`config.mk`:
```
export PLATFORM = sky130hd
export DESIGN_NAME = adc_scan_and_refsel
export DESIGN_NICKNAME = d
export VERILOG_FILES = /design/src/rtl/adc_scan_pkg.sv /design/src/rtl/adc_scan_and_refsel.sv
export SDC_FILE = /design/constraint.sdc
export NUM_CORES = 1
export LEC_CHECK = 0
export BUFFER_PORTS_ARGS = -buffer_cell sky130_fd_sc_hd__buf_2
export CAP_MARGIN = 20
export CORE_MARGIN = 2
export CORE_UTILIZATION = 53
export DETAILED_ROUTE_END_ITERATION = 8
export PLACE_DENSITY = 0.84
export SKIP_LAST_GASP = 1
export SYNTH_ARGS = -nofsm -noshare
export SYNTH_HDL_FRONTEND = slang
export SYNTH_SLANG_ARGS = --single-unit
export TNS_END_PERCENT = 5
```
`constraint.sdc`:
```
create_clock -name aclk -period 2.6 [get_ports aclk]
set_clock_uncertainty 0.2 [all_clocks]
set_input_delay 0 -clock aclk [delete_from_list [all_inputs] [get_ports aclk]]
set_output_delay 0 -clock aclk [all_outputs]
set_load 0.01 [all_outputs]
```
`src/rtl/adc_scan_pkg.sv`:
```
package adc_scan_pkg;

   // Register byte offsets
   localparam logic [3:0] ref_cfg_offset = 4'h0;
   localparam logic [3:0] scan_low_offset = 4'h4;
   localparam logic [3:0] scan_high_offset = 4'h8;

   // Register widths and implemented masks
   localparam int reg_width = 16;
   localparam logic [15:0] ref_cfg_mask = 16'h0007;
   localparam logic [15:0] scan_low_mask = 16'hffff;
   localparam logic [15:0] scan_high_mask = 16'h0fff;
   localparam logic [15:0] reg_reset = 16'h0000;

   // Reference enable bit positions
   localparam int full_ref_bit = 0;
   localparam int half_ref_bit = 1;
   localparam int sixth_ref_bit = 2;

   // AXI response codes
   localparam logic [1:0] resp_okay = 2'h0;
   localparam logic [1:0] resp_slverr = 2'h2;

endpackage : adc_scan_pkg

```
`src/rtl/adc_scan_and_refsel.sv`:
```
// Implementation choices: the AXI4-Lite interface to the registers and the placing of the registers.
`timescale 1ns/1ps
`default_nettype none

// Function
// - Bit 2 of reference config turns the one-sixth band gap on or off
// - Bit 1 of reference config turns the half band gap on or off
// - Bit 0 of reference config turns the full band gap on or off
// - Reference config bits 15..3 are unimplemented, read zero, ignore writes
// - Each low scan-select bit includes matching channel 0..15 in scan
module adc_scan_and_refsel
   import adc_scan_pkg::*;
(
   // Clock and reset
   input wire logic aclk,
   input wire logic aresetn,
   // AXI4-Lite write address
   input wire logic [3:0] s_axi_awaddr,
   input wire logic s_axi_awvalid,
   output logic s_axi_awready,
   // AXI4-Lite write data
   input wire logic [31:0] s_axi_wdata,
   input wire logic [3:0] s_axi_wstrb,
   input wire logic s_axi_wvalid,
   output logic s_axi_wready,
   // AXI4-Lite write response
   output logic [1:0] s_axi_bresp,
   output logic s_axi_bvalid,
   input wire logic s_axi_bready,
   // AXI4-Lite read address
   input wire logic [3:0] s_axi_araddr,
   input wire logic s_axi_arvalid,
   output logic s_axi_arready,
   // AXI4-Lite read data
   output logic [31:0] s_axi_rdata,
   output logic [1:0] s_axi_rresp,
   output logic s_axi_rvalid,
   input wire logic s_axi_rready,
   // Converter controls
   output logic full_ref_on,
   output logic half_ref_on,
   output logic sixth_ref_on,
   output logic [27:0] scan_include_bits
);

   ////////////////////////////////////////////////////////////////////////
   // Register selection decoded from a bus address
   typedef enum logic [1:0] {
      sel_ref_cfg = 2'b00,
      sel_scan_low = 2'b01,
      sel_scan_high = 2'b10,
      sel_none = 2'b11
   } reg_sel_type;

   ////////////////////////////////////////////////////////////////////////
   // State
   typedef struct packed {
      // Write address channel
      logic awready;
      logic aw_held;
      logic [3:0] aw_addr;

      // Write data channel
      logic wready;
      logic w_held;
      logic [31:0] w_data;
      logic [3:0] w_strb;

      // Write response channel
      logic bvalid;
      logic [1:0] bresp;

      // Read address and data channels
      logic arready;
      logic rvalid;
      logic [1:0] rresp;
      logic [31:0] rdata;

      // Software-visible registers
      logic [reg_width-1:0] ref_cfg;
      logic [reg_width-1:0] scan_low;
      logic [reg_width-1:0] scan_high;
   } state_type;

   // Current and next state
   state_type state_reg;
   state_type state_next;

   ////////////////////////////////////////////////////////////////////////
   // Functions

   // Byte-lane merge limited to implemented bits
   function automatic logic [reg_width-1:0] merge(
         input logic [reg_width-1:0] old,
         input logic [31:0] data,
         input logic [3:0] strb,
         input logic [reg_width-1:0] mask);
      logic [reg_width-1:0] v;
      v = old;

      // Lanes 2 and 3 carry no register bits and are dropped
      if (strb[0]) begin
         v[7:0] = data[7:0];
      end
      if (strb[1]) begin
         v[15:8] = data[15:8];
      end
      // Unimplemented bits never latch a one
      return v & mask;
   endfunction : merge

   // Address decode shared by the write and read paths
   function automatic reg_sel_type decode(input logic [3:0] a);
      reg_sel_type s;
      unique case (a)
         ref_cfg_offset: begin
            s = sel_ref_cfg;
         end
         scan_low_offset: begin
            s = sel_scan_low;
         end
         scan_high_offset: begin
            s = sel_scan_high;
         end
         default: begin
            s = sel_none;
         end
      endcase
      return s;
   endfunction : decode

   // Response code: unmapped offsets answer with a slave error
   function automatic logic [1:0] resp_of(input reg_sel_type s);
      logic [1:0] r;
      r = resp_okay;
      if (s == sel_none) begin
         r = resp_slverr;
      end
      return r;
   endfunction : resp_of

   // Read value of a register, unimplemented bits as zero
   function automatic logic [31:0] read_word(input reg_sel_type s,
         input state_type st);
      logic [31:0] w;
      w = '0;

      unique case (s)
         sel_ref_cfg: begin
            w[reg_width-1:0] = st.ref_cfg & ref_cfg_mask;
         end
         sel_scan_low: begin
            w[reg_width-1:0] = st.scan_low & scan_low_mask;
         end
         sel_scan_high: begin
            w[reg_width-1:0] = st.scan_high & scan_high_mask;
         end
         sel_none: begin
            w = '0;
         end
      endcase
      return w;
   endfunction : read_word

   ////////////////////////////////////////////////////////////////////////
   // Next-state logic
   always_comb begin
      reg_sel_type wr_sel;
      reg_sel_type rd_sel;
      logic write_go;
      logic read_go;

      // Decode and qualify before anything else
      wr_sel = decode(state_reg.aw_addr);
      rd_sel = decode(s_axi_araddr);
      write_go = state_reg.aw_held && state_reg.w_held && !state_reg.bvalid;
      read_go = s_axi_arvalid && state_reg.arready;
      state_next = state_reg;

      // Write address taken while no address is held
      if (s_axi_awvalid && state_reg.awready) begin
         state_next.aw_held = 1'b1;
         state_next.aw_addr = s_axi_awaddr;
      end

      // Write data taken while no data is held, in either order
      if (s_axi_wvalid && state_reg.wready) begin
         state_next.w_held = 1'b1;
         state_next.w_data = s_axi_wdata;
         state_next.w_strb = s_axi_wstrb;
      end

      // Write response leaves once the master has taken it
      if (state_reg.bvalid && s_axi_bready) begin
         state_next.bvalid = 1'b0;
      end

      // Register update once both halves are held and no response waits;
      // a pending response holds the write back so none is lost
      if (write_go) begin
         state_next.aw_held = 1'b0;
         state_next.w_held = 1'b0;
         state_next.bvalid = 1'b1;
         state_next.bresp = resp_of(wr_sel);
         unique case (wr_sel)
            sel_ref_cfg: begin
               state_next.ref_cfg = merge(state_reg.ref_cfg,
                  state_reg.w_data, state_reg.w_strb,
                  ref_cfg_mask);
            end
            sel_scan_low: begin
               state_next.scan_low = merge(state_reg.scan_low,
                  state_reg.w_data, state_reg.w_strb,
                  scan_low_mask);
            end
            sel_scan_high: begin
               state_next.scan_high = merge(state_reg.scan_high,
                  state_reg.w_data, state_reg.w_strb,
                  scan_high_mask);
            end
            sel_none: begin
               // Unmapped offset: registers keep their values
               state_next.ref_cfg = state_reg.ref_cfg;
            end
         endcase
      end

      // Read data leaves once the master has taken it
      if (state_reg.rvalid && s_axi_rready) begin
         state_next.rvalid = 1'b0;
      end

      // Read taken while no read data is pending; a write landing on
      // the same edge is not yet visible, so the old value is returned
      if (read_go) begin
         state_next.rvalid = 1'b1;
         state_next.rresp = resp_of(rd_sel);
         state_next.rdata = read_word(rd_sel, state_reg);
      end

      // Ready flags kept in flip-flops so the bus sees no gate delay
      state_next.awready = !state_next.aw_held;
      state_next.wready = !state_next.w_held;
      state_next.arready = !state_next.rvalid;

      // Synchronous reset: registers clear, all channels idle and ready
      if (!aresetn) begin
         // Write address channel free
         state_next.awready = 1'b1;
         state_next.aw_held = 1'b0;
         state_next.aw_addr = '0;

         // Write data channel free
         state_next.wready = 1'b1;
         state_next.w_held = 1'b0;
         state_next.w_data = '0;
         state_next.w_strb = '0;

         // No write response pending
         state_next.bvalid = 1'b0;
         state_next.bresp = resp_okay;

         // Read channels free
         state_next.arready = 1'b1;
         state_next.rvalid = 1'b0;
         state_next.rresp = resp_okay;
         state_next.rdata = '0;

         // Software-visible registers at their reset value
         state_next.ref_cfg = reg_reset;
         state_next.scan_low = reg_reset;
         state_next.scan_high = reg_reset;
      end
   end

   ////////////////////////////////////////////////////////////////////////
   // State register
   always_ff @(posedge aclk) begin
      state_reg <= state_next;
   end

   ////////////////////////////////////////////////////////////////////////
   // Bus handshake readies straight from flip-flops
   assign s_axi_awready = state_reg.awready;
   assign s_axi_wready = state_reg.wready;
   assign s_axi_arready = state_reg.arready;

   // Write response straight from flip-flops
   assign s_axi_bvalid = state_reg.bvalid;
   assign s_axi_bresp = state_reg.bresp;

   // Read response straight from flip-flops
   assign s_axi_rvalid = state_reg.rvalid;
   assign s_axi_rresp = state_reg.rresp;
   assign s_axi_rdata = state_reg.rdata;

   // Reference enables straight from the configuration flip-flops
   assign full_ref_on = state_reg.ref_cfg[full_ref_bit];
   assign half_ref_on = state_reg.ref_cfg[half_ref_bit];
   assign sixth_ref_on = state_reg.ref_cfg[sixth_ref_bit];

   // Channels 0..15, then 16..23, half, full, core, sixth
   assign scan_include_bits = {
      state_reg.scan_high[$bits(scan_include_bits)-reg_width-1:0],
      state_reg.scan_low};

endmodule : adc_scan_and_refsel

`default_nettype wire

```
==> key figures, run 1 <==
Yosys
  – #FFs+latches synth: about 80
  – Synth Area in XOR/XNOR: 0%
  – Synthesized area: 0.00344 sq mm
  – Gate Count Post-Synth: approximately 400
  – Yosys top cell area share: 45.4%
  – Largest family of logic cells by synthesized area: simple AND/OR/NAND/NOR gates
  – EDFF count, synth: 0
  – Synth area leader: dfxtp_1
  – Post-Synth Simple-Gate Area: 17.4%
  – Avg Cell Area, Syn: ~8.8 sq um
  – Synth async-reset ratio: 0%
  – Most used DFF post-synth: dfxtp_1
  – Ys Warns: 0
  – Synth Area in Compound Gates: 10.1%
  – Most common cell in the netlist: nand2_1
  – Top cells by area, synth: dfxtp_1 (45%), buf_4 (14%), nand2_1 (11%)
  – Synth cell types: 34
  – Post-synthesis mux area share: approximately a tenth
  – Post-synth top cells: nand2_1 (105), dfxtp_1 (78), buf_4 (66)
  – Adder-cell share of the synthesized area: 0%
  – Seq/Total Area, Yosys: 45.4%

Power
  – Pwr Density: 622 mW/mm^2
  – Worst VDD drop: 0.418 mV
  – Pleak: 1.95 nW

Global route
  – Overall routing resource usage: 22.3%
  – Global-route wire length before repair: 12.5 mm
  – Remaining global-route overflow: 0
  – Met1 GRT Util: 25.5%
  – Vias in the first global route: 2,689
  – Grt peak-use layer: met2
  – Met2 usage: 39.9%
  – Initial antenna violation count: 0
  – Largest net degree at the start of global routing: 28
  – Met3 usage: 4.33%

Routing
  – Vias/cell: 5.00
  – Pre-Repair DR Iteration Count: 4
  – # DRC: 0
  – Overall routed net length: 7.78 mm
  – Post-DRT Antenna Nets: 0
  – Initial DRC Count: 134
  – Avg WL per Cell: approximately 14 um
  – Total number of vias: 2,766

Placed design
  – Placer Congestion: 0.772
  – Port bufs: 86
  – Placed inst area: around 0.0035 sq mm
  – Post-DP HPWL: 5.16 mm
  – Cell count after placement: 493

Timing
  – Hold_ws: 0.0185 ns
  – RSZ-0062 raised after global routing: false
  – Final cycle utilization of the critical path: 83.9%
  – Final slew viol count: 0
  – Worst Tran Pin Value: 0.622 ns
  – Fmax achieved: 458 MHz
  – Final min period: around 2.2 ns
  – Final hold vios: 0
  – Final setup fails: 0
  – Slew HR: 58.5%
  – Setup TNS: 0 ns

Job
  – MaxCap Viol Count: 0

Worst setup path
  – Arrival @ worst endpoint: 2.21 ns
  – Internal reg-to-reg setup slack: 0.42 ns
  – CP delay by family, top: buffers and inverters
  – Worst Path Buf+Inv: 2
  – Type of the worst setup path: reg -> reg
  – CP cell instances: nand2_1 > o21ai_0 > dlygate4sd3_1 > nand2_1 > dlygate4sd3_1
  – WP data required: 2.63 ns
  – CP max FO: 5
  – Critical Path Max Stage Delay: roughly 0.61 ns
  – CP max-delay cell: dlygate4sd3_1
  – CP Capture Type: flip-flop
  – Startpoint types: flip-flop

CTS
  – Root buffer cell: clkbuf_8
  – CTS tree: yes
  – Post-CTS resize count: 0
  – Worst-path clk slew: approximately 0.080 ns
  – Post-CTS setup buffers: 0
  – CTS max path bufs: 2
  – H-tree lvl count: 3
  – Hold Buf Count CTS: 44
  – Worst skew pair latency: 0.34 ns
  – TritonCTS Buffers: 9
  – Sink Count: 78

Die
  – Die Wd: 84.6 um
  – Site Rows: 29
  – Core area: 0.00631 sq mm
  – Die height: around 85 um
  – Full die area: 0.00716 sq mm
  – Initial Util: 54.5%
  – IO Pins: 123

Layout
  – Fin cells: 553
  – Final Instance Area: 0.00418 sq mm
  – P&R area growth vs syn: 21.5%
  – Share of cells above drive strength 1: about a quarter
  – Max FFs per register: 28
  – NumNets Final: 522
  – Final core occ: 66.2%
  – Total inserted antenna cells: 0

Run status
  – Outcome: finished, final reports clean

Hold path
  – Hold crit path type: in -> reg
stage by stage:
step / power [mW] / setup slack [ns]
after detailed placement: 1.46 / 0.893
after global routing: 2.70 / 0.330
final: 2.60 / 0.418
after floorplan: 1.42 / 1.14
after CTS: 2.61 / 0.444
after global placement: 1.45 / 0.969
power breakdown:
| part | internal, mW | switching [mW] | total [mW] | leakage, nW |
|---|---|---|---|---|
| logic | 0.108 | 0.127 | 0.236 | 1.19 |
| clock network | 0.692 | 0.417 | 1.11 | 0.124 |
| registers | 1.23 | 0.0274 | 1.25 | 0.634 |
| total | 2.03 | 0.571 | 2.60 | 1.95 |
routing by layer:
layer  vias up  part of all wire (%)
li1       1376                     -
met1      1282                    41
met2        92                    51
met3        16                   5.4
met4         0                   2.0
met5         -                     0
path summary, 6_finish.rpt:
check,depth (start not counted),start,endpoint
max,5,s_axi_arready,s_axi_arready
min reg2reg,2,s_axi_rdata[8],s_axi_rdata[8]
min,4,s_axi_wvalid,state_reg[91]
max reg2reg,5,s_axi_arready,s_axi_arready
worst min-delay path: stages:
cell	delay, ns
buf_2	0.11
and2_1	0.25
nand2_1	0.10
a21oi_1	0.05
cell usage in the layout, fill, tap and decap left out, types with 9 or more instances in the layout:
cell type and count:
a21oi_1 25, a22oi_1 9, buf_2 86, clkbuf_8 11
conb_1 18, dfxtp_1 78, dlygate4sd3_1 44, mux2i_1 34
nand2_1 105, o21ai_0 14
final cells by class:
type,count,area [sq um]
Sequential cell,78,1560
Tap cell,77,96.3
Timing Repair Buffer,135,908
Inverter,3,11.3
Clock buffer,13,159
Clock inverter,3,90.1
Multi-Input combinational cell,244,1360
Fill cell,521,2130
cell families (layout without fill, tap and decap cells):
logic type / count (synthesis) / after routing
AND/OR/NAND/NOR: 134 / 134
buffers and inverters: 88 / 154
flip-flops: 78 / 78
AO/OA/AOI/OAI: 58 / 58
multiplexers: 34 / 34
other: 1 / 18
Power figures use the tool's default switching activity.
==> inputs of run 2 (changes only) <==
--- a/config.mk
+++ b/config.mk
@@ -8,9 +8,9 @@
 export BUFFER_PORTS_ARGS = -buffer_cell sky130_fd_sc_hd__buf_2
 export CAP_MARGIN = 20
 export CORE_MARGIN = 2
-export CORE_UTILIZATION = 53
+export CORE_UTILIZATION = 45
 export DETAILED_ROUTE_END_ITERATION = 8
-export PLACE_DENSITY = 0.84
+export PLACE_DENSITY = 0.76
 export SKIP_LAST_GASP = 1
 export SYNTH_ARGS = -nofsm -noshare
 export SYNTH_HDL_FRONTEND = slang
==> constraint.sdc (replaced) <==
create_clock -name aclk -period 2 [get_ports aclk]
set_clock_uncertainty 0.2 [all_clocks]
set_input_delay 0 -clock aclk [delete_from_list [all_inputs] [get_ports aclk]]
set_output_delay 0 -clock aclk [all_outputs]
set_load 0.01 [all_outputs]
==> run 2 against run 1 <==
Sequential power rose by 30%. Core utilization fell by 9.4 points. Critical path type unchanged. Via count fell by 2.9%. Sequential cell count did not move. Setup slack got worse by 0.16 ns. Die area rose by 17%. Combinational power rose by 29%. Critical path depth fell by 1.
==> key figures, run 2 (synthesis results as in run 1) <==
Power
  – Comb power frac: 9.5%
  – Pleak: ~1.9 nW
  – Clock power share: about two fifths
  – Pwr Density: 770 mW/mm^2
  – Total power: 3.21 mW
  – Pint: 2.47 mW
  – Reg power frac: 50.8%
  – Sw power: roughly 0.74 mW
  – Worst VDD drop: 0.499 mV
  – Sw frac: 23.1%

Worst setup path
  – Startpoint types: flip-flop
  – CP max FO: 10
  – CP Capture Type: flip-flop
  – Type of the worst setup path: reg -> reg
  – Internal reg-to-reg setup slack: 0.26 ns
  – WP data required: 2.09 ns
  – Arrival @ worst endpoint: approximately 1.8 ns

CTS
  – H-tree lvl count: 3
  – Sink Count: between 70 and 80
  – Worst skew pair latency: 0.35 ns
  – CTS tree: yes
  – Root buffer cell: clkbuf_8
  – TritonCTS Buffers: 9
  – CTS max path bufs: 2
  – Worst-path clk slew: 0.07 ns

Timing
  – Final min period: 1.74 ns
  – Hold_ws: 0.0236 ns
  – Final hold vios: 0
  – Final setup fails: 0
  – Slew HR: between 50 and 60%
  – Worst Tran Pin Value: 0.654 ns
  – Fmax achieved: 573 MHz
  – Setup TNS: 0 ns
  – Final cycle utilization of the critical path: 87.2%
  – Final slew viol count: 0
  – RSZ-0062 raised after global routing: false

Die
  – Core area: 0.00733 sq mm
  – Site Rows: 31
  – IO Pins: 123
  – Die Wd: 91.5 um
  – Full die area: 0.00836 sq mm
  – Die height: 91.5 um
  – Initial Util: between 40% and 50%

Placed design
  – Placer Congestion: 0.781
  – Placed inst area: about 0.0035 sq mm
  – Post-DP HPWL: 5.21 mm
  – Port bufs: 86

Routing
  – Initial DRC Count: 90
  – Pre-Repair DR Iteration Count: 4
  – Total number of vias: between 2,000 and 3,000
  – Highest Signal Layer: met4
  – Avg WL per Cell: approximately 13 um
  – Wire length on met2: 3.65 mm
  – Wire length on met3: just under 500 um
  – Overall routed net length: about 7.6 mm
  – Vias/cell: between 4 and 5
  – Post-DRT Antenna Nets: 0
  – # DRC: 0
  – M1 WL: 3.28 mm

Global route
  – Initial antenna violation count: 0
  – Remaining global-route overflow: 0
  – Global-route wire length before repair: 12.0 mm
  – Largest net degree at the start of global routing: 31
  – Overall routing resource usage: between 10% and 20%
  – Vias in the first global route: 2,561

Layout
  – Max FFs per register: 28
  – Commonest non-fill, non-tap cell in the layout: nand2_1
  – NumNets Final: 522
  – Total inserted antenna cells: 0
  – Share of cells above drive strength 1: between 20% and 30%
  – Fill count: around 660
  – Most frequent cells in the layout: nand2_1 (105), buf_2 (86), dfxtp_1 (78)
  – Final core occ: 56.9%
  – Final Instance Area: 0.00417 sq mm
  – P&R area growth vs syn: 21.1%

Run status
  – Outcome: finished, final reports clean

Hold path
  – Hold crit path type: in -> reg

Job
  – MaxCap Viol Count: 0
## run 2: changes by cell type in the layout (fill, tap and decap cells not counted), sizes merged
cell	previous run	this run
inv	3	2
clkbuf	13	12
buf	91	95
dlygate4sd3	44	40
clkinv	0	2
clkinvlp	0	1
bufinv	3	2
## run 2: final timing paths
| path | from | end | cells after the start |
|---|---|---|---|
| max | s_axi_wready | state_reg[92] | 4 |
| min | s_axi_wvalid | state_reg[88] | 4 |
| max reg2reg | s_axi_wready | state_reg[92] | 4 |
| min reg2reg | s_axi_rdata[10] | s_axi_rdata[10] | 2 |
## run 2: layer usage
| layer | up-vias | global-route usage, % |
|---|---|---|
| met2 | 88 | 29.8 |
| met1 | 1204 | 21.9 |
| li1 | 1379 | - |
| met4 | 0 | 7.70 |
| met3 | 16 | 5.64 |
| met5 | - | 0 |
## run 2: metrics by stage
stage          worst slack (ns)  instances
3_5_place_dp              0.332        516
3_3_place_gp              0.369        516
4_1_cts                 0.00344        572
2_1_floorplan             0.538        410
6_report                  0.255        575
5_1_grt                   0.113        575
## run 2: timing repair
| action | CTS | global route |
|---|---|---|
| hold endpoints to repair | 72 | 0 |
| endpoints found under the setup margin | 0 | 1 |
| hold buffers | 40 | 0 |
| resized for setup | 0 | 1 |
| setup buffers | 0 | 3 |
## run 2: area by class of cell
| type | instances | area (sq um) | area share (%) |
|---|---|---|---|
| flip-flops and latches | 78 | 1560 | 37.5 |
| multi-input cells | 244 | 1360 | 32.5 |
| repair buffers | 135 | 898 | 21.5 |
| clock buffers | 12 | 145 | 3.48 |
| well taps | 99 | 124 | 2.97 |
| clock inverters | 4 | 70.1 | 1.68 |
| inverters | 3 | 15.0 | 0.360 |
## run 2: worst max-delay path: stages (launching register included)
cell and delay (ns):
dfxtp_1 0.36, and2_1 0.35, nand2_1 0.10, dlygate4sd3_1 0.57, a21oi_1 0.11
## run 2: power groups by stage
stage	clock network (mW)	logic, mW	registers, mW
global route	1.36	0.337	1.63
CTS	1.30	0.294	1.63
detailed placement	0	0.231	1.66
finish	1.28	0.304	1.63
global placement	0	0.226	1.66
floorplan	0	0.178	1.66
==> inputs of run 3 (changes only) <==
--- a/config.mk
+++ b/config.mk
@@ -5,6 +5,7 @@
 export SDC_FILE = /design/constraint.sdc
 export NUM_CORES = 1
 export LEC_CHECK = 0
+export ABC_AREA = 1
 export BUFFER_PORTS_ARGS = -buffer_cell sky130_fd_sc_hd__buf_2
 export CAP_MARGIN = 20
 export CORE_MARGIN = 2
==> run 3 against run 2 <==
Die area increased by 4.8%. Core utilization increased by 0.27 points. Sequential share of layout area decreased by 2.3 points. Critical path depth increased by 2. Sequential cell count unchanged. Critical path type is now in -> reg. Fmax decreased by 5.0%. Critical endpoint is now state_reg[127].
==> key figures, run 3 <==
Run status
  – Outcome: finished, final reports clean

Routing
  – Avg WL per Cell: about 12 um
  – # DRC: 0
  – Pre-Repair DR Iteration Count: 4
  – Post-DRT Antenna Nets: 0
  – Total number of vias: between 3,000 and 4,000
  – Initial DRC Count: roughly 110
  – Overall routed net length: 8.08 mm
  – Vias/cell: approximately 4.6

Global route
  – Initial antenna violation count: 0
  – Remaining global-route overflow: 0
  – Largest net degree at the start of global routing: 40
  – Overall routing resource usage: 19.3%
  – Global-route wire length before repair: 13.3 mm
  – Vias in the first global route: 2,903

CTS
  – Sink Count: 78
  – TritonCTS Buffers: 9
  – Worst-path clk slew: 0.08 ns
  – Post-CTS setup buffers: 0
  – CTS tree: yes
  – Post-CTS resize count: 0
  – Worst skew pair latency: roughly 0.35 ns
  – H-tree lvl count: 3
  – Hold Buf Count CTS: between 40 and 50
  – CTS max path bufs: 2
  – Root buffer cell: clkbuf_8

Layout
  – Commonest non-fill, non-tap cell in the layout: nand2_1
  – P&R area growth vs syn: 22.8%
  – NumNets Final: approximately 630
  – Fin cells: ~690
  – Max FFs per register: 28
  – Share of cells above drive strength 1: 20.6%
  – Fill count: 728
  – Most frequent cells in the layout: nand2_1 (109), buf_2 (86), nor2_1 (81)
  – Total inserted antenna cells: 0
  – Final Instance Area: 0.00444 sq mm

Worst setup path
  – CP max FO: 39
  – CP delay by family, top: buffers and inverters
  – CP Capture Type: flip-flop
  – CP cell instances: dlygate4sd3_1 > buf_2 > buf_12 > o21ai_0 > dlygate4sd3_1 > a21oi_1
  – Arrival @ worst endpoint: 1.92 ns
  – Type of the worst setup path: in -> reg
  – WP data required: roughly 2.1 ns
  – Critical Path Max Stage Delay: 0.57 ns
  – Cell mode on critical path: dlygate4sd3_1
  – Startpoint types: primary input
  – Worst Path Buf+Inv: 4
  – CP max-delay cell: dlygate4sd3_1

Die
  – Core area: 0.00777 sq mm
  – Die height: 93.6 um
  – IO Pins: 123
  – Site Rows: 32
  – Full die area: 0.00877 sq mm
  – Initial Util: 46.5%
  – Die Wd: 93.6 um

Yosys
  – EDFF count, synth: 0
  – Post-synth top cells: nand2_1 (109), nor2_1 (81), dfxtp_1 (78)
  – Ys Warns: 0
  – Synthesized area: 0.00361 sq mm
  – Most used DFF post-synth: dfxtp_1
  – #FFs+latches synth: 78
  – Top cells by area, synth: dfxtp_1 (43%), buf_4 (14%), nand2_1 (11%)
  – Synth area leader: dfxtp_1
  – Most common cell in the netlist: nand2_1
  – Avg Cell Area, Syn: about 7.3 sq um
  – Yosys top cell area share: 43.2%
  – Synth cell types: 23
  – Seq/Total Area, Yosys: a little over two fifths
  – Synth async-reset ratio: 0%
  – Gate Count Post-Synth: 497

Timing
  – Slew HR: 57.8%
  – Fmax achieved: roughly 540 MHz
  – Final hold vios: 0
  – Worst Tran Pin Value: 0.632 ns
  – Setup slack after layout: between 0.15 and 0.2 ns
  – RSZ-0062 raised after global routing: false
  – Final slew viol count: 0
  – Setup TNS: 0 ns
  – Final cycle utilization of the critical path: 91.8%
  – Final setup fails: 0
  – Final min period: 1.84 ns

Power
  – Pwr Density: 780 mW/mm^2
  – Pleak: 2.03 nW
  – Total power: around 3.5 mW
  – Worst VDD drop: approximately 0.36 mV

Placed design
  – Placed inst area: 0.00370 sq mm
  – Placer Congestion: 0.856
  – Cell count after placement: 624
  – Pre-CTS setup slack: 0.393 ns
  – Post-DP HPWL: 5.43 mm
  – Port bufs: 86

Hold path
  – Hold crit path type: in -> reg

Job
  – MaxCap Viol Count: 0
-- run 3: cell count changes after synthesis, sizes merged, moves of 9 or more --
cell / previous run / this run
a22oi: 9 / 0
nand3: 6 / 31
a21oi: 25 / 35
nor2: 6 / 87
o21ai: 14 / 29
inv: 3 / 35
mux2i: 34 / 0
-- run 3: layout make-up --
| class | instances | area [sq um] | area share, % |
|---|---|---|---|
| Clock buffer | 9 | 124 | 2.79 |
| Sequential cell | 78 | 1560 | 35.2 |
| Multi-Input combinational cell | 316 | 1390 | 31.4 |
| Inverter | 36 | 135 | 3.04 |
| Timing Repair Buffer | 141 | 978 | 22.0 |
| Clock inverter | 7 | 120 | 2.71 |
| Tap cell | 102 | 128 | 2.88 |
-- run 3: cells by family (layout without fill, tap and decap cells) --
kind of cell    count (synthesis)  in the layout  share of synthesized area, %
buf+inv                       120            193                          20.1
simple gates                  232            232                          27.2
other cells                     1             18                         0.104
flops                          78             78                          43.2
compound gates                 66             66                          9.42
-- run 3: power by group --
group | internal [mW] | total, mW | switching, mW
Clock | 0.835 | 1.43 | 0.596
Combinational | 0.169 | 0.388 | 0.218
Sequential | 1.61 | 1.64 | 0.0323
-- run 3: final timing paths --
path | from | to | slack (ns) | cells past startpoint
max | aresetn | state_reg[127] | 0.16 | 6
min | s_axi_araddr[1] | s_axi_rdata[3] | 0.06 | 7
max reg2reg | s_axi_wready | state_reg[102] | 0.23 | 5
min reg2reg | state_reg[106] | state_reg[106] | 0.26 | 2
-- run 3: per-stage QoR --
step,utilization [%],hold WS (ns)
after floorplan,-,-0.0458
after global placement,47.7,0.0513
after detailed placement,47.7,0.0602
after CTS,57.1,0.0481
after global routing,57.1,0.113
final,57.1,0.0583
-- run 3: worst min-delay path: cells and delay by family --
kind / cells / cell delay (ns)
simple gates: 4 / 0.24
compound gates: 1 / 0.05
buf+inv: 2 / 0.28
-- run 3: metal layers --
| metal | GRT usage, % | part of all wire [%] | wire length, um | vias to the layer above |
|---|---|---|---|---|
| met1 | 23.8 | 45 | 3670 | 1427 |
| li1 | - | - | - | 1646 |
| met2 | 33.0 | 48 | 3860 | 96 |
| met4 | 8.33 | 1.2 | 98 | 0 |
| met3 | 3.63 | 5.5 | 446 | 8 |
| met5 | 0 | 0 | 0 | - |
